===== config.mk =====
export PLATFORM = sky130hd
export DESIGN_NAME = imr_master_rx
export DESIGN_NICKNAME = d
export VERILOG_FILES = /design/src/imr_pkg.sv /design/src/imr_master_rx.sv
export SDC_FILE = /design/constraint.sdc
export NUM_CORES = 1
export LEC_CHECK = 0
export BUFFER_PORTS_ARGS = -buffer_cell sky130_fd_sc_hd__buf_2
export CORE_AREA = 2 2 106 82
export CTS_CLUSTER_DIAMETER = 200
export CTS_CLUSTER_SIZE = 10
export DETAILED_ROUTE_END_ITERATION = 8
export DIE_AREA = 0 0 108 84
export GPL_TIMING_DRIVEN = 0
export PLACE_DENSITY = 0.86
export SLEW_MARGIN = 10
export SYNTH_ARGS = -nofsm -noshare
export SYNTH_HDL_FRONTEND = slang
export SYNTH_SLANG_ARGS = --single-unit

===== constraint.sdc =====
create_clock -name mclk -period 3.8 [get_ports mclk]
set_clock_uncertainty 0.2 [all_clocks]
set_input_delay 0.38 -clock mclk [delete_from_list [all_inputs] [get_ports mclk]]
set_output_delay 0.38 -clock mclk [all_outputs]
set_load 0.005 [all_outputs]

===== src/imr_pkg.sv =====
package imr_pkg;
	// register byte offsets on the avalon slave (word aligned)
	localparam logic [3:0] OFF_BUF    = 4'h0;
	localparam logic [3:0] OFF_CTRL   = 4'h4;
	localparam logic [3:0] OFF_STATUS = 4'h8;
	localparam logic [3:0] OFF_MASK   = 4'hC;
	// control register fields
	localparam int CTRL_RCV_BIT = 0;
	localparam int CTRL_ACK_BIT = 1;
	localparam int CTRL_ACKDT_BIT = 2;
	// status register fields (sticky; irq, ovf and collision write one to clear, full clears on a buffer read)
	localparam int ST_IRQ_BIT  = 0;
	localparam int ST_OVF_BIT  = 1;
	localparam int ST_WRITE_COLLISION_FLAG_BIT = 2;
	localparam int ST_FULL_BIT = 3;
	localparam logic [2:0] MASK_RESET = 3'h0;
	localparam logic [15:0] BRG_RELOAD_RESET = 16'h0031;
	localparam logic [3:0] BITS_PER_BYTE = 4'h8;
	localparam logic [31:0] UNMAPPED_READ = 32'h00000000;

	typedef enum logic [1:0] {
		IMR_IDLE = 2'b00,
		IMR_RECV = 2'b01,
		IMR_ACK  = 2'b10
	} imr_state_e;

	typedef struct packed {
		logic scl_oe;
		logic sda_oe;
	} imr_pins_s;
endpackage


===== src/imr_master_rx.sv =====
// Added by the designer: the register offsets and the Avalon-MM interface to the registers.
`timescale 1ns/10ps
// How it works
// - setting receive_arm_bit in serial_control_two starts one byte reception
// - arming is ignored unless the engine is idle; the testbench re-arms mid-byte to check this
// - each baud rollover toggles scl; sda bits shift into serial_shift_reg
// - eighth falling edge clears arm, loads buffer, sets full and irq flags
// - after eight bits baud counting stops, scl held low, engine idles
// - reading serial_buffer clears buffer_full_flag
// - ack_sequence_enable after a byte drives one acknowledge bit on sda
// - byte completing while buffer_full_flag set and serial_buffer not read that cycle raises receive_overflow_flag
// - buffer write during reception is dropped and sets write_collision_flag
module imr_master_rx
	import imr_pkg::*;
(
	input  wire logic               mclk,
	input  wire logic               reset_n,
	input  wire logic [3:0]         avs_address,
	input  wire logic               avs_read,
	input  wire logic               avs_write,
	input  wire logic [31:0]        avs_writedata,
	output logic      [31:0]        avs_readdata,
	output logic                    avs_waitrequest,
	input  wire logic               scl_in,
	input  wire logic               sda_in,
	output imr_pkg::imr_pins_s      pins,
	output logic                    scl_out,
	output logic                    sda_out,
	output logic                    irq
);
	import imr_pkg::*;

	logic rst_m_q, rst_n_q;
	always_ff @(posedge mclk or negedge reset_n) begin
		if (!reset_n) begin
			rst_m_q <= 1'b0;
			rst_n_q <= 1'b0;
		end else begin
			rst_m_q <= 1'b1;
			rst_n_q <= rst_m_q;
		end
	end

	// pin synchronisers; only the second sda stage is read, scl_s_q is never used
	logic sda_m_q, sda_s_q, scl_m_q, scl_s_q;
	always_ff @(posedge mclk or negedge rst_n_q) begin
		if (!rst_n_q) begin
			sda_m_q <= 1'b1;
			sda_s_q <= 1'b1;
			scl_m_q <= 1'b1;
			scl_s_q <= 1'b1;
		end else begin
			sda_m_q <= sda_in;
			sda_s_q <= sda_m_q;
			scl_m_q <= scl_in;
			scl_s_q <= scl_m_q;
		end
	end

	imr_state_e state_q, state_d;
	logic [15:0] brg_q, brg_d, reload_q, reload_d;
	logic [3:0]  cnt_q, cnt_d;
	logic [7:0]  shift_q, shift_d, buf_q, buf_d;
	logic        scl_q, scl_d, sda_q, sda_d;
	logic        arm_q, arm_d, ackdt_q, ackdt_d;
	logic        full_q, full_d, irqf_q, irqf_d, ovf_q, ovf_d, write_collision_flag_q, write_collision_flag_d;
	logic [2:0]  mask_q, mask_d;
	logic        rd_ack_q, rd_ack_d;
	logic [31:0] rdata_q, rdata_d;

	logic wr_ctrl, wr_buf, wr_stat, wr_mask, rd_buf, rollover, byte_done;
	// writes take one cycle; reads answer after one wait cycle
	assign avs_waitrequest = avs_read && !rd_ack_q;
	assign wr_ctrl = avs_write && avs_address == OFF_CTRL;
	assign wr_buf  = avs_write && avs_address == OFF_BUF;
	assign wr_stat = avs_write && avs_address == OFF_STATUS;
	assign wr_mask = avs_write && avs_address == OFF_MASK;
	assign rd_buf  = avs_read && rd_ack_q && avs_address == OFF_BUF;
	assign rollover = brg_q == 16'h0000;
	// eighth falling edge: scl high and about to drop on the last bit
	assign byte_done = state_q == IMR_RECV && rollover && scl_q &&
		cnt_q == BITS_PER_BYTE;

	always_comb begin
		state_d = state_q;
		brg_d   = brg_q;
		reload_d = reload_q;
		cnt_d   = cnt_q;
		shift_d = shift_q;
		buf_d   = buf_q;
		scl_d   = scl_q;
		sda_d   = sda_q;
		arm_d   = arm_q;
		ackdt_d = ackdt_q;
		mask_d  = mask_q;
		full_d  = full_q;
		irqf_d  = irqf_q;
		ovf_d   = ovf_q;
		write_collision_flag_d  = write_collision_flag_q;
		if (wr_ctrl) begin
			reload_d = avs_writedata[31:16];
			ackdt_d  = avs_writedata[CTRL_ACKDT_BIT];
		end
		if (wr_mask)
			mask_d = avs_writedata[2:0];
		// write-one-to-clear first so a same-cycle hardware set wins
		if (wr_stat) begin
			if (avs_writedata[ST_IRQ_BIT])  irqf_d = 1'b0;
			if (avs_writedata[ST_OVF_BIT])  ovf_d = 1'b0;
			if (avs_writedata[ST_WRITE_COLLISION_FLAG_BIT]) write_collision_flag_d = 1'b0;
		end
		if (rd_buf)
			full_d = 1'b0;
		if (wr_buf) begin
			if (state_q == IMR_RECV)
				write_collision_flag_d = 1'b1;
			else
				buf_d = avs_writedata[7:0];
		end
		unique case (state_q)
		IMR_IDLE: begin
			scl_d = 1'b0;
			if (wr_ctrl && avs_writedata[CTRL_RCV_BIT]) begin
				state_d = IMR_RECV;
				arm_d = 1'b1;
				sda_d = 1'b1;
				cnt_d = 4'h0;
				brg_d = reload_q;
			end else if (wr_ctrl && avs_writedata[CTRL_ACK_BIT]) begin
				state_d = IMR_ACK;
				sda_d = ackdt_q;
				cnt_d = 4'h0;
				brg_d = reload_q;
			end
		end
		IMR_RECV: begin
			if (rollover) begin
				brg_d = reload_q;
				scl_d = !scl_q;
				if (!scl_q) begin
					// rising edge: sample msb first as scl goes high, before the high phase
					shift_d = {shift_q[6:0], sda_s_q};
					cnt_d = cnt_q + 4'h1;
				end
				if (byte_done) begin
					state_d = IMR_IDLE;
					arm_d  = 1'b0;
					buf_d  = shift_q;
					full_d = 1'b1;
					irqf_d = 1'b1;
					if (full_q && !rd_buf)
						ovf_d = 1'b1;
				end
			end else
				brg_d = brg_q - 16'h0001;
		end
		IMR_ACK: begin
			if (rollover) begin
				brg_d = reload_q;
				scl_d = !scl_q;
				if (scl_q) begin
					state_d = IMR_IDLE;
					sda_d = 1'b1;
					irqf_d = 1'b1;
				end
			end else
				brg_d = brg_q - 16'h0001;
		end
		default: state_d = IMR_IDLE;
		endcase
	end

	always_comb begin
		rd_ack_d = avs_read && !rd_ack_q;
		rdata_d = UNMAPPED_READ;
		unique case (avs_address)
		OFF_BUF:    rdata_d = {24'h000000, buf_q};
		OFF_CTRL:   rdata_d = {reload_q, 13'h0000, ackdt_q, 1'b0, arm_q};
		OFF_STATUS: rdata_d = {28'h0000000, full_q, write_collision_flag_q, ovf_q, irqf_q};
		OFF_MASK:   rdata_d = {29'h00000000, mask_q};
		default:    rdata_d = UNMAPPED_READ;
		endcase
	end

	always_ff @(posedge mclk or negedge rst_n_q) begin
		if (!rst_n_q) begin
			state_q  <= IMR_IDLE;
			brg_q    <= 16'h0000;
			reload_q <= BRG_RELOAD_RESET;
			cnt_q    <= 4'h0;
			shift_q  <= 8'h00;
			buf_q    <= 8'h00;
			scl_q    <= 1'b1;
			sda_q    <= 1'b1;
			arm_q    <= 1'b0;
			ackdt_q  <= 1'b0;
			mask_q   <= MASK_RESET;
			full_q   <= 1'b0;
			irqf_q   <= 1'b0;
			ovf_q    <= 1'b0;
			write_collision_flag_q   <= 1'b0;
			rd_ack_q <= 1'b0;
			rdata_q  <= 32'h00000000;
		end else begin
			state_q  <= state_d;
			brg_q    <= brg_d;
			reload_q <= reload_d;
			cnt_q    <= cnt_d;
			shift_q  <= shift_d;
			buf_q    <= buf_d;
			scl_q    <= scl_d;
			sda_q    <= sda_d;
			arm_q    <= arm_d;
			ackdt_q  <= ackdt_d;
			mask_q   <= mask_d;
			full_q   <= full_d;
			irqf_q   <= irqf_d;
			ovf_q    <= ovf_d;
			write_collision_flag_q   <= write_collision_flag_d;
			rd_ack_q <= rd_ack_d;
			rdata_q  <= rdata_d;
		end
	end

	// open drain: only ever drive low
	assign scl_out = 1'b0;
	assign sda_out = 1'b0;
	assign pins.scl_oe = !scl_q;
	assign pins.sda_oe = !sda_q;
	assign avs_readdata = rdata_q;
	assign irq = |({write_collision_flag_q, ovf_q, irqf_q} & mask_q);

	a_arm_idle: assert property (@(posedge mclk) disable iff (!rst_n_q)
		state_q != IMR_IDLE && wr_ctrl |=> state_q != IMR_IDLE ||
		$past(byte_done)) else $error("arm accepted while busy");
	a_scl_toggle: assert property (@(posedge mclk) disable iff (!rst_n_q)
		state_q == IMR_RECV && rollover && !byte_done |=>
		scl_q != $past(scl_q)) else $error("scl did not toggle");
	a_byte_load: assert property (@(posedge mclk) disable iff (!rst_n_q)
		byte_done |=> !arm_q && full_q && irqf_q &&
		buf_q == $past(shift_q)) else $error("byte not loaded");
	a_hold_low: assert property (@(posedge mclk) disable iff (!rst_n_q)
		byte_done |=> (!scl_q && state_q == IMR_IDLE))
		else $error("scl not held low");
	a_read_clear: assert property (@(posedge mclk) disable iff (!rst_n_q)
		rd_buf && !byte_done |=> !full_q)
		else $error("full flag not cleared");
	a_overflow: assert property (@(posedge mclk) disable iff (!rst_n_q)
		byte_done && full_q && !rd_buf |=> ovf_q)
		else $error("overflow missed");
	a_write_collision_flag_set: assert property (@(posedge mclk) disable iff (!rst_n_q)
		wr_buf && state_q == IMR_RECV |=> write_collision_flag_q &&
		buf_q == $past(buf_q)) else $error("collision missed");
	a_ack_drive: assert property (@(posedge mclk) disable iff (!rst_n_q)
		state_q == IMR_ACK |-> sda_q == ackdt_q)
		else $error("ack level wrong");
	a_msb_first: assert property (@(posedge mclk) disable iff (!rst_n_q)
		state_q == IMR_RECV && rollover && !scl_q |=>
		shift_q[0] == $past(sda_s_q)) else $error("bad shift");
endmodule


-- Yosys cells after proc, flatten, opt, wreduce, memory -nomap -nowiden
Cells that the tools add are included.
- register bits after elaboration: 102
- input bits: 42
- output and inout bits: 38
- word-level logic and storage cells: 125
- add/subtract/negate cells: 2
- eq/ne operators: 14
- multiplexer cells: 54
- bitwise operators: 2
- reductions and logical operators: 32
- operators with widths (operator ; count):
    $pmux W32 S4 ; 1
    $mux W16 ; 3
    $mux W8 ; 5
    $pmux W16 S2 ; 1
    $mux W1 ; 28
    $logic_not A16 Y1 ; 1
    $mux W4 ; 4
    $sub A16 B1 Y16 const B ; 1
    $logic_and A1 B1 Y1 ; 13
    $eq A4 B4 Y1 const B ; 3
    $mux W2 ; 6
    $ne A2 B2 Y1 const B ; 6
    $reduce_and A4 Y1 ; 3
    $pmux W1 S2 ; 4
    $pmux W4 S2 ; 1
    $pmux W2 S3 ; 1
    $reduce_bool A2 Y1 ; 3
    $reduce_and A5 Y1 ; 1
    $add A4 B1 Y4 const B ; 1
    $eq A4 B3 Y1 const B ; 1
    $logic_not A1 Y1 ; 4
    $logic_not A4 Y1 ; 1
    $reduce_and A2 Y1 ; 2
    $and A3 B3 Y3 ; 1
    other kinds (9) ; 9

-- Longest topological paths before layout
Gate-level depths: netlist (run 1).
- depth after elaboration: 8
- mapped depth: 8

-- Worst setup path after synthesis (run 1)
No wires, ideal clock.
- path kind: reg-to-reg
- start: register brg_q[7]
- end: register cnt_q[2]
- setup time: 0.124 ns
- arrival time: 1.821 ns
- setup slack: 1.655 ns
- cell stages (with the launch flop): 8
- buffers on the path: 2
- cells stage by stage: dfrtp_1 > nor4_4 > and4b_1 > buf_4 > and4_4 > buf_6 > a21oi_1 > a211o_1
- word-level cells in the longest chain between the ends: 3
- RTL lines (item ; RTL line ; text):
    start: declaration ; imr_master_rx.sv:61 ; logic [15:0] brg_q, brg_d, reload_q, reload_d;
    start signal: assignment ; imr_master_rx.sv:206 ; brg_q <= brg_d;
    $logic_not A16 Y1 ; imr_master_rx.sv:79 ; assign rollover = brg_q == 16'h0000;
    $ne A2 B2 Y1 (no source line) ; n/a ;
    $reduce_and A4 Y1 (no source line) ; n/a ;
    end signal: assignment ; imr_master_rx.sv:208 ; cnt_q <= cnt_d;
    end: declaration ; imr_master_rx.sv:62 ; logic [3:0] cnt_q, cnt_d;
Every way passes these cells.
A chain may end at the register's enable or synchronous reset.

-- Final worst setup path (run 1)
- start: register state_q[0]
- end: register brg_q[0]
- word-level cells in the longest chain between the ends: 4
- elaborated cells on any way between the ends: 8
- RTL lines (item ; RTL line ; text):
    start: declaration ; imr_master_rx.sv:60 ; imr_state_e state_q, state_d;
    start signal: assignment ; imr_master_rx.sv:205 ; state_q <= state_d;
    $eq A2 B1 Y1 or $eq A2 B2 Y1 (tied branches) ; imr_master_rx.sv:120 ; unique case (state_q)
    $reduce_or A2 Y1 (no source line) ; n/a ;
    $reduce_bool A2 Y1 (no source line) ; n/a ;
    $reduce_and A2 Y1 (no source line) ; n/a ;
Parallel ways exist; a longest one is shown, timed or not.

==> impl_metrics.json, run 1 <==
{
  "outcome": "complete, no violations",
  "final_number_of_setup_violating_endpoints": 0,
  "synth.avg_cell_area_um2": 10.8,
  "worstSetupStartpointType": "flop",
  "max_cap_viol_count": 0,
  "area_delta_synth_final_pct": 16.8,
  "internal_power_mw": 1.50,
  "core_area_mm2": 0.00816,
  "number_of_enable_type_register_cells_in_the_synthesized_netlist": 0,
  "final_net_count": 543,
  "synthSimpleGateAreaFrac_pct": 19.1,
  "final.period_utilization_pct": 74.7,
  "postSynthCellCount": 410,
  "die_width_um": 108,
  "drive_above_1_share_pct": 22.3,
  "grt_setup_unrepaired": "false",
  "timing.final.hold_violations": 0,
  "initial_utilization_pct": 54.0,
  "place_hpwl_um": 6720,
  "final.setup.tns_ns": 0,
  "critPathCapture": "brg_q[0]",
  "synth_xor_xnor_area_share_pct": 0,
  "timing_worst_setup_path_type": "flop to flop",
  "launching_element_of_the_worst_setup_path": "state_q[0]",
  "share_clk_of_total_power_pct": 35.1,
  "grt_start_max_net_pins": 52,
  "antenna_cells": 0,
  "worst_skew_pair.late_latency_ns": 0.37,
  "synth_fa_ha_area_share_pct": 2.27,
  "chipHeight_um": 84,
  "crit_top_cell": "sky130_fd_sc_hd__inv_1",
  "timing.critical_path.to_type": "flop",
  "die_area_mm2": 0.00907,
  "synth_sequential_area_ratio_pct": 53.5,
  "synth-async-reset-ratio_pct": 100,
  "first_pass_grt_wire_length_um": 15800,
  "worst_path_buf_inv": 3,
  "leakage_nw": 2.65,
  "power.combinational.fraction_pct": 7.5,
  "max_slew.worst_pin.slew_ns": 1.13,
  "clock-sinks": 94,
  "synth_top_family_by_area": "simple AND/OR/NAND/NOR gates",
  "r2r_setup_slack_ns": 0.96,
  "maxClockFrequency_mhz": 352,
  "worst_ep_required_time_ns": 3.86,
  "gr-usage-all-layers_pct": 22.1,
  "drt-wirelength-per-cell_um": 15.8,
  "cp_top_family": "compound AO/OA/AOI/OAI gates",
  "placed_cells_incl_taps": 587,
  "critical-path-max-stage-delay_ns": 0.62,
  "postRouteAntennaNets": 0,
  "worstPathArrival_ns": 2.90,
  "vdd_drop_max_mv": 0.240,
  "muxShareOfSynthArea_pct": 8.05,
  "place_congestion": 0.910,
  "clock_tree.htree_level_count": 3,
  "clockRootBuffer": "sky130_fd_sc_hd__clkbuf_8",
  "postPlaceCellArea_mm2": 0.00491,
  "drcViolationCount": 0,
  "totalWireLength_um": 9560,
  "reg2regPathDepth": 8,
  "detail_route.iter0.violations": 232,
  "numCtsBuffers": 9,
  "seq_power_share_pct": 57.4,
  "timing.hold.worst.class": "input pin to flop",
  "clock_tree.buffer_depth": 2,
  "global_route.overflow_total": 0,
  "clkSlewWorstSetupHoldPaths_ns": 0.10,
  "post_synthesis_compound_gate_area_fraction_pct": 11.9,
  "synth_seq_cells": 94,
  "post_synth_num_cell_types": 67,
  "row_count": 29,
  "slew_viol_final": 0,
  "synth_ff_type": "sky130_fd_sc_hd__dfrtp_1",
  "postLayoutSetupSlackWorst_ns": 0.963,
  "synth_area_mm2": 0.00441,
  "worstReg2RegStart": "state_q[0]",
  "power.switching_mw": 0.521,
  "tritoncts": "yes",
  "io_buffer_count": 59,
  "post_cts_resize_count": 0,
  "critical_path.slowest_cell": "sky130_fd_sc_hd__a31oi_1",
  "pre_cts_ws_ns": 1.12,
  "power.share.switching_pct": 25.8,
  "critical_path.reg2reg.endpoint": "brg_q[0]",
  "crit_fanout": 10,
  "stdcell_area_mm2": 0.00515,
  "final_instance_count_without_filler_cells": 606,
  "worst_slew_slack_as_a_fraction_of_its_limit_pct": 23.5,
  "power_density_mw_per_mm2": 392,
  "via_count_of_the_first_global_routing_pass": 3375,
  "timing.critical_path.depth": 8,
  "first_pass_iters": 6,
  "design.portCount": 80,
  "routed_vias_inst": 5.73,
  "cp_cell_sequence": "inv_1, ha_1, inv_1, a31oi_1, nor2_2, clkbuf_1, o211ai_1, o21ai_1",
  "synth-warning-count": 0,
  "grt_antenna_before_repair": 0,
  "route.vias.total": 3472,
  "post-route-min-period_ns": 2.84
}
-- Yosys cell counts, types with 2 or more instances --
cell                        number  area share, %
sky130_fd_sc_hd__a211o_1         2           0.40
sky130_fd_sc_hd__a21oi_1        21            2.4
sky130_fd_sc_hd__a221o_1         2           0.45
sky130_fd_sc_hd__a222oi_1        4           0.91
sky130_fd_sc_hd__a22o_1          2           0.40
sky130_fd_sc_hd__a22oi_1         3           0.51
sky130_fd_sc_hd__a2bb2oi_1       6            1.2
sky130_fd_sc_hd__a31oi_1         2           0.28
sky130_fd_sc_hd__a32o_1          2           0.45
sky130_fd_sc_hd__and2_1         21            3.0
sky130_fd_sc_hd__and3_1          4           0.57
sky130_fd_sc_hd__and4b_1         2           0.45
sky130_fd_sc_hd__buf_2           2           0.23
sky130_fd_sc_hd__buf_4          11            1.9
sky130_fd_sc_hd__clkbuf_1       14            1.2
sky130_fd_sc_hd__conb_1          2           0.17
sky130_fd_sc_hd__dfrtp_1        87             49
sky130_fd_sc_hd__dfstp_2         7            4.2
sky130_fd_sc_hd__ha_1            8            2.3
sky130_fd_sc_hd__inv_1          16            1.4
sky130_fd_sc_hd__mux2_1         17            4.3
sky130_fd_sc_hd__mux2_2          3           0.77
sky130_fd_sc_hd__mux2i_1        13            2.9
sky130_fd_sc_hd__nand2_1        45            3.8
sky130_fd_sc_hd__nand3_1        21            2.4
sky130_fd_sc_hd__nand3b_1        2           0.34
sky130_fd_sc_hd__nand4_1         5           0.71
sky130_fd_sc_hd__nor2_1         19            1.6
sky130_fd_sc_hd__nor3_1          9            1.0
sky130_fd_sc_hd__nor4_1          2           0.28
sky130_fd_sc_hd__nor4b_1         4           0.79
sky130_fd_sc_hd__o211ai_1        2           0.34
sky130_fd_sc_hd__o21ai_0         2           0.23
sky130_fd_sc_hd__o21ai_1        12            1.4
sky130_fd_sc_hd__o22ai_1         2           0.28
sky130_fd_sc_hd__o31ai_1         3           0.51
-- how the worst min path moves through the flow --
stage / start / endpoint / slack, ns / cells past startpoint
2_1_floorplan: reset_n / rst_m_q / -0.12 / 0
3_3_place_gp: reset_n / rst_m_q / -0.03 / 1
3_5_place_dp: reset_n / rst_m_q / -0.03 / 1
4_1_cts: avs_writedata[30] / reload_q[14] / 0.002 / 2
5_1_grt: avs_writedata[30] / reload_q[14] / 0.009 / 2
6_report: avs_writedata[19] / reload_q[3] / 0.009 / 2
-- kinds of logic after synthesis --
group / after synthesis
AOI/OAI and AO/OA: 76
buffers and inverters: 45
and+or+nand+nor: 152
other: 2
DFF: 94
adders and majority gates: 8
muxes: 33
-- sequential cells by signal, indices dropped and copies added (netlist names), 2 cells and up --
| register | cells |
|---|---|
| buf_q | 8 |
| avs_readdata | 24 |
| state_q | 2 |
| shift_q | 8 |
| cnt_q | 4 |
| reload_q | 16 |
| brg_q | 16 |
| mask_q | 3 |
-- stage by stage --
| step | hold slack, ns | utilization, % | power, mW |
|---|---|---|---|
| 2_1_floorplan | -0.116 | - | 1.25 |
| 3_3_place_gp | -0.0345 | 59.7 | 1.31 |
| 3_5_place_dp | -0.0334 | 60.1 | 1.33 |
| 4_1_cts | 0.00211 | 63.1 | 2.04 |
| 5_1_grt | 0.00882 | 63.1 | 2.11 |
| 6_report | 0.00869 | 63.1 | 2.02 |
-- worst register-to-register path: stages, from the launching register on --
cell	delay, ns
sky130_fd_sc_hd__dfrtp_1	0.44
sky130_fd_sc_hd__inv_1	0.11
sky130_fd_sc_hd__ha_1	0.32
sky130_fd_sc_hd__inv_1	0.17
sky130_fd_sc_hd__a31oi_1	0.62
sky130_fd_sc_hd__nor2_2	0.23
sky130_fd_sc_hd__clkbuf_1	0.34
sky130_fd_sc_hd__o211ai_1	0.20
sky130_fd_sc_hd__o21ai_1	0.10
-- metal layers --
metal  wire length [um]  GRT usage [%]  vias to the layer above
li1                   -              -                     1609
met1               4330           30.9                     1702
met2               4320           34.4                      148
met3                771           5.07                       13
met4                138           6.88                        0
met5                  0              0                        -
-- power by group through the flow --
stage               clock [mW]  sequential, mW  combinational, mW
floorplan                    0            1.16             0.0913
global placement             0            1.18              0.130
detailed placement           0            1.18              0.152
CTS                      0.723            1.16              0.154
global route             0.761            1.17              0.172
finish                   0.707            1.16              0.152
-- cell usage in the layout (no fill, tap or decap), drive strengths merged, types with 8 or more instances in the layout --
cell type,Yosys,layout
buf,15,75
nor3,10,10
ha,8,8
nand2,45,45
a21oi,21,21
nor2,20,20
nand3,21,21
dfrtp,87,87
mux2i,13,13
mux2,20,20
conb,2,11
o21ai,15,15
inv,16,18
clkbuf,14,23
and2,21,21
-- layout make-up --
type,count,area (um2)
Clock buffer,9,124
Timing Repair Buffer,63,353
Multi-Input combinational cell,280,1860
Tap cell,108,135
Clock inverter,7,93.8
Inverter,16,60.1
Sequential cell,94,2360
Buffer,29,160
Fill cell,646,3010
-- what timing repair did --
action	in CTS	in global routing
hold buffers	3	0
endpoints found under the hold margin	4	0
setup buffers	0	0
No activity file was read; power rests on OpenSTA's default activity.
==> inputs of run 2 (changes only) <==
--- a/config.mk
+++ b/config.mk
@@ -6,13 +6,13 @@
 export NUM_CORES = 1
 export LEC_CHECK = 0
 export BUFFER_PORTS_ARGS = -buffer_cell sky130_fd_sc_hd__buf_2
-export CORE_AREA = 2 2 106 82
+export CORE_AREA = 2 2 112 87
 export CTS_CLUSTER_DIAMETER = 200
 export CTS_CLUSTER_SIZE = 10
 export DETAILED_ROUTE_END_ITERATION = 8
-export DIE_AREA = 0 0 108 84
+export DIE_AREA = 0 0 114 89
 export GPL_TIMING_DRIVEN = 0
-export PLACE_DENSITY = 0.86
+export PLACE_DENSITY = 0.81
 export SLEW_MARGIN = 10
 export SYNTH_ARGS = -nofsm -noshare
 export SYNTH_HDL_FRONTEND = slang
==> constraint.sdc (replaced) <==
create_clock -name mclk -period 2.4 [get_ports mclk]
set_clock_uncertainty 0.2 [all_clocks]
set_input_delay 0.24 -clock mclk [delete_from_list [all_inputs] [get_ports mclk]]
set_output_delay 0.24 -clock mclk [all_outputs]
set_load 0.005 [all_outputs]
==> run 2 against run 1 <==
Against the previous run: global-route usage fell by 1.6 points; power up 73%; non-clock buffer count is 21 higher; fmax increased by 22%; register-to-register slack lost 0.89 ns; wire length is 4.5% higher; critical endpoint is now cnt_q[2]; worst hold slack better by 0.0050 ns.
==> impl_metrics.json, run 2 (synthesis results as in run 1) <==
{
  "outcome": "complete, no violations",
  "timing.critical_path.to_type": "flop",
  "final_net_count": 564,
  "worst_skew_pair.late_latency_ns": 0.34,
  "die_area_mm2": 0.0101,
  "totalWireLength_um": 9990,
  "postPlaceCellArea_mm2": 0.00491,
  "vdd_drop_max_mv": 0.345,
  "drive_above_1_share_pct": 23.5,
  "timing.final.hold_violations": 0,
  "route.vias.total": 3571,
  "wl_met2_um": 4530,
  "global_route.overflow_total": 0,
  "final_instance_count_without_filler_cells": 631,
  "gr-usage-all-layers_pct": 20.5,
  "final_common_cell": "sky130_fd_sc_hd__dfrtp_1",
  "worst_ep_required_time_ns": 2.42,
  "clock-sinks": 94,
  "maxClockFrequency_mhz": 429,
  "crit_fanout": 10,
  "detail_route.iter0.violations": 351,
  "worstReg2RegStart": "brg_q[8]",
  "routed_vias_inst": 5.66,
  "postRouteAntennaNets": 0,
  "design.portCount": 80,
  "route.top_layer_used": "met4",
  "post-route-min-period_ns": 2.33,
  "drcViolationCount": 0,
  "grt_setup_unrepaired": "true",
  "place_hpwl_um": 6770,
  "worstSetupStartpointType": "flop",
  "dr_wl_met3_um": 684,
  "worstPathArrival_ns": 2.35,
  "antenna_cells": 0,
  "numCtsBuffers": 9,
  "power_density_mw_per_mm2": 630,
  "final.period_utilization_pct": 97.0,
  "via_count_of_the_first_global_routing_pass": 3352,
  "utilization_pct": 62.0,
  "largest_reg_flops": 24,
  "clkSlewWorstSetupHoldPaths_ns": 0.07,
  "clock_tree.buffer_depth": 2,
  "chipHeight_um": 89,
  "stdcell_area_mm2": 0.00554,
  "drt-wirelength-per-cell_um": 15.8,
  "worst_slew_slack_as_a_fraction_of_its_limit_pct": 53.0,
  "row_count": 30,
  "first_pass_grt_wire_length_um": 16300,
  "grt_antenna_before_repair": 0,
  "placed_cells_incl_taps": 591,
  "area_delta_synth_final_pct": 25.6,
  "slew_viol_final": 0,
  "clockRootBuffer": "sky130_fd_sc_hd__clkbuf_16",
  "layout.cells.most_common_list": "sky130_fd_sc_hd__dfrtp_1, sky130_fd_sc_hd__buf_2, sky130_fd_sc_hd__nand2_1, sky130_fd_sc_hd__dlygate4sd3_1",
  "leakage_nw": 2.78,
  "io_buffer_count": 59,
  "final.setup.tns_ns": 0,
  "launching_element_of_the_worst_setup_path": "brg_q[8]",
  "grt_start_max_net_pins": 62,
  "timing_worst_setup_path_type": "flop to flop",
  "tritoncts": "yes",
  "max_slew.worst_pin.slew_ns": 0.695,
  "route.layer.met1.wl_um": 4600,
  "die_width_um": 114,
  "core_area_mm2": 0.00893,
  "clock_tree.htree_level_count": 3,
  "final_number_of_setup_violating_endpoints": 0,
  "max_cap_viol_count": 0,
  "place_congestion": 0.889,
  "fin_total_pwr_mw": 3.49,
  "timing.hold.worst.class": "input pin to async pin",
  "initial_utilization_pct": 49.4,
  "first_pass_iters": 6
}
==> run 2: cell types whose count changed in the layout (fill, tap and decap cells not counted), sizes merged <==
cell / before / now
dlygate4sd3: 3 / 24
inv: 18 / 20
clkinv: 3 / 1
bufinv: 1 / 0
clkinvlp: 1 / 2
clkbuf: 23 / 20
buf: 75 / 78
==> run 2: path summary, 6_finish.rpt <==
path | end | slack (ns) | cells after the start
max in group asynchronous | reload_q[0] | 1.24 | 1
max reg2reg | cnt_q[2] | 0.07 | 7
min in group mclk | mask_q[1] | 0.02 | 2
min reg2reg | cnt_q[1] | 0.08 | 0
min | rst_m_q | 0.01 | 2
max | cnt_q[2] | 0.07 | 7
==> run 2: report_power, final <==
part	switching, mW	total [mW]	internal (mW)	leakage, nW
Sequential	0.108	1.84	1.73	1.20
Combinational	0.119	0.277	0.158	1.45
Clock	0.649	1.38	0.726	0.138
==> run 2: routing by layer <==
metal	track usage [%]	vias up
met1	28.9	1752
met2	30.9	141
met5	0	-
met3	4.47	20
li1	-	1658
met4	8.76	0
==> run 2: repair_timing <==
item                                   4_1_cts  5_1_grt
gates resized for setup                      7        8
setup buffers                                0        3
hold buffers                                24        0
setup endpoints to repair                   25       28
endpoints found under the hold margin       26        0
pin swaps                                    0        3
==> run 2: metrics by stage <==
step	setup WS [ns]	hold WS (ns)
floorplan	0.255	-0.256
finish	0.0715	0.0137
detailed placement	-0.238	-0.172
global placement	-0.173	-0.175
CTS	0.00191	0.00593
global route	-0.0112	0.0321
==> run 2: final cells by class <==
class | instances | area [um2]
multi-input combinational | 280 | 1950
timing repair buffer | 87 | 586
fill | 696 | 3390
tap | 112 | 140
inverter | 16 | 60.1
sequential | 94 | 2360
clock inverter | 7 | 62.6
clock buffer | 9 | 225
buffer | 26 | 153
==> run 2: worst max-delay path: stages, from the launching register on <==
cell and delay (ns):
sky130_fd_sc_hd__dfrtp_1 0.46, sky130_fd_sc_hd__nor4_4 0.40, sky130_fd_sc_hd__and4b_1 0.25, sky130_fd_sc_hd__buf_4 0.17, sky130_fd_sc_hd__and4_4 0.25, sky130_fd_sc_hd__buf_6 0.14, sky130_fd_sc_hd__a21oi_1 0.07, sky130_fd_sc_hd__a211o_1 0.27
==> inputs of run 3 (changes only) <==
--- a/config.mk
+++ b/config.mk
@@ -12,7 +12,8 @@
 export DETAILED_ROUTE_END_ITERATION = 8
 export DIE_AREA = 0 0 114 89
 export GPL_TIMING_DRIVEN = 0
-export PLACE_DENSITY = 0.81
+export HOLD_SLACK_MARGIN = 0.1
+export PLACE_DENSITY = 0.72
 export SLEW_MARGIN = 10
 export SYNTH_ARGS = -nofsm -noshare
 export SYNTH_HDL_FRONTEND = slang
==> run 3 against run 2 <==
Against the previous run: wire length up 2.2%; power up 4.5%; critical path depth unchanged; first-iteration DRC count down 8.5%; sequential power about the same; worst hold slack better by 0.089 ns; largest power group unchanged; register-to-register slack better by 0.02 ns; flip-flop and latch count unchanged; critical path type unchanged; die area unchanged; final cell count up 0.16%; setup slack better by 0.020 ns; final area up 0.90%.
==> impl_metrics.json, run 3 (synthesis results as in run 1) <==
{
  "crit_fanout": 10,
  "number_of_fill_cells": 740,
  "worst_slew_slack_as_a_fraction_of_its_limit_pct": 51.4,
  "numCtsBuffers": 9,
  "grt_start_max_net_pins": 53,
  "final_common_cell": "sky130_fd_sc_hd__dfrtp_1",
  "clockRootBuffer": "sky130_fd_sc_hd__clkbuf_16",
  "clock_tree.buffer_depth": 2,
  "use_met2_pct": 31.5,
  "gr-usage-all-layers_pct": 21.4,
  "critical-path-max-stage-delay_ns": 0.44,
  "grt_antenna_before_repair": 0,
  "io_buffer_count": 59,
  "postPlaceCellArea_mm2": 0.00491,
  "via_count_of_the_first_global_routing_pass": 3318,
  "area.sequential_mm2": 0.00236,
  "timing.hold.worst.class": "input pin to flop",
  "clkSlewWorstSetupHoldPaths_ns": 0.06,
  "global_route.overflow_total": 0,
  "place_hpwl_um": 6700,
  "drive_above_1_share_pct": 23.3,
  "die_width_um": 114,
  "first_pass_iters": 5,
  "worst_skew_pair.late_latency_ns": 0.35,
  "route.vias.total": 3483,
  "cp_cell_sequence": "nor4_4, and4b_1, buf_4, and4_4, buf_6, a21oi_1, a211o_1",
  "largest_reg_flops": 24,
  "chipHeight_um": 89,
  "timing.critical_path.to_type": "flop",
  "final_number_of_setup_violating_endpoints": 0,
  "drt-wirelength-per-cell_um": 16.2,
  "post-route-min-period_ns": 2.31,
  "grtUsageMet3_pct": 6.44,
  "slew_viol_final": 0,
  "leakage_nw": 2.83,
  "core_area_mm2": 0.00893,
  "layout.cells.most_common_list": "sky130_fd_sc_hd__dfrtp_1, sky130_fd_sc_hd__buf_2, sky130_fd_sc_hd__nand2_1, sky130_fd_sc_hd__dlygate4sd3_1",
  "stdcell_area_mm2": 0.00559,
  "area_delta_synth_final_pct": 26.7,
  "clock_tree.htree_level_count": 3,
  "critical_path.slowest_cell": "sky130_fd_sc_hd__nor4_4",
  "postRouteAntennaNets": 0,
  "detail_route.iter0.violations": 321,
  "first_pass_grt_wire_length_um": 16700,
  "worstSetupStartpointType": "flop",
  "worst_path_buf_inv": 2,
  "final_net_count": 565,
  "postLayoutSetupSlackWorst_ns": 0.0914,
  "antenna_cells": 0,
  "power_density_mw_per_mm2": 652,
  "grtUsageMet1_pct": 30.1,
  "timing_worst_setup_path_type": "flop to flop",
  "place_congestion": 0.896,
  "worst_ep_required_time_ns": 2.44,
  "die_area_mm2": 0.0101,
  "pre_cts_ws_ns": -0.270,
  "multi_input_gate_area_mm2": 0.00194,
  "drcViolationCount": 0,
  "max_cap_viol_count": 0,
  "clock-sinks": 94,
  "grt_busiest_layer": "met2",
  "initial_utilization_pct": 49.4,
  "tritoncts": "yes",
  "totalWireLength_um": 10200,
  "post_cts.repair.setup_buffers": 0,
  "row_count": 30,
  "timing.final.hold_violations": 0,
  "outcome": "complete, no violations",
  "cp_top_family": "simple AND/OR/NAND/NOR gates",
  "worstPathArrival_ns": 2.34,
  "max_slew.worst_pin.slew_ns": 0.728,
  "routed_vias_inst": 5.51,
  "design.portCount": 80,
  "vdd_drop_max_mv": 0.464,
  "final.period_utilization_pct": 96.2,
  "fin_total_pwr_mw": 3.64,
  "maxClockFrequency_mhz": 433
}
## run 3: cell count changes in the layout (fill, tap and decap cells not counted), sizes merged
cell / before / now
bufinv: 0 / 2
clkbuf: 20 / 21
clkinvlp: 2 / 0
dlygate4sd3: 24 / 29
inv: 20 / 17
clkinv: 1 / 2
buf: 78 / 75
## run 3: layout make-up
cell class                 count  area share, %
clock buffer                  11           4.16
inverter                      16           1.07
buffer                        25           2.71
tap                          112           2.51
timing repair buffer          89           11.0
multi-input combinational    280           34.8
sequential                    94           42.3
clock inverter                 5           1.48
## run 3: worst paths after layout
check	start	endpoint	slack, ns	cells past startpoint
max in group asynchronous	rst_n_q	reload_q[5]	1.18	1
max reg2reg	brg_q[9]	cnt_q[2]	0.09	7
min	avs_address[0]	avs_readdata[2]	0.10	4
min in group asynchronous	rst_n_q	cnt_q[2]	0.13	0
min reg2reg	rst_n_q	cnt_q[2]	0.13	0
max	brg_q[9]	cnt_q[2]	0.09	7
## run 3: power by group
group	internal, mW	total [mW]	switching [mW]
combinational	0.163	0.281	0.118
clock	0.917	1.52	0.604
sequential	1.73	1.84	0.112
total	2.81	3.64	0.834
## run 3: tightest hold or removal path: cells and delay by family
family	cells	cell delay [ns]
buffers and inverters	1	0.14
and+or+nand+nor	3	0.23
## run 3: through the flow
stage                     TNS [ns]  hold WS (ns)  cells  util (%)
after floorplan                  0        -0.256    419         -
after global placement       -1.94        -0.175    590      54.6
after detailed placement     -3.13        -0.173    591      55.0
after CTS                        0         0.134    634      62.0
after global routing      -0.00265         0.110    632      62.6
final                            0         0.102    632      62.6
## run 3: metal layers
layer | vias to the layer above | routed length [um]
met5 | - | 0
met3 | 12 | 662
met2 | 129 | 4560
li1 | 1656 | -
met1 | 1686 | 4850
met4 | 0 | 140
## run 3: what timing repair did
item	in CTS	in global routing
pin swaps	0	2
gates resized for setup	6	14
hold buffers	29	0
hold endpoints to repair	37	0
setup endpoints to repair	25	36
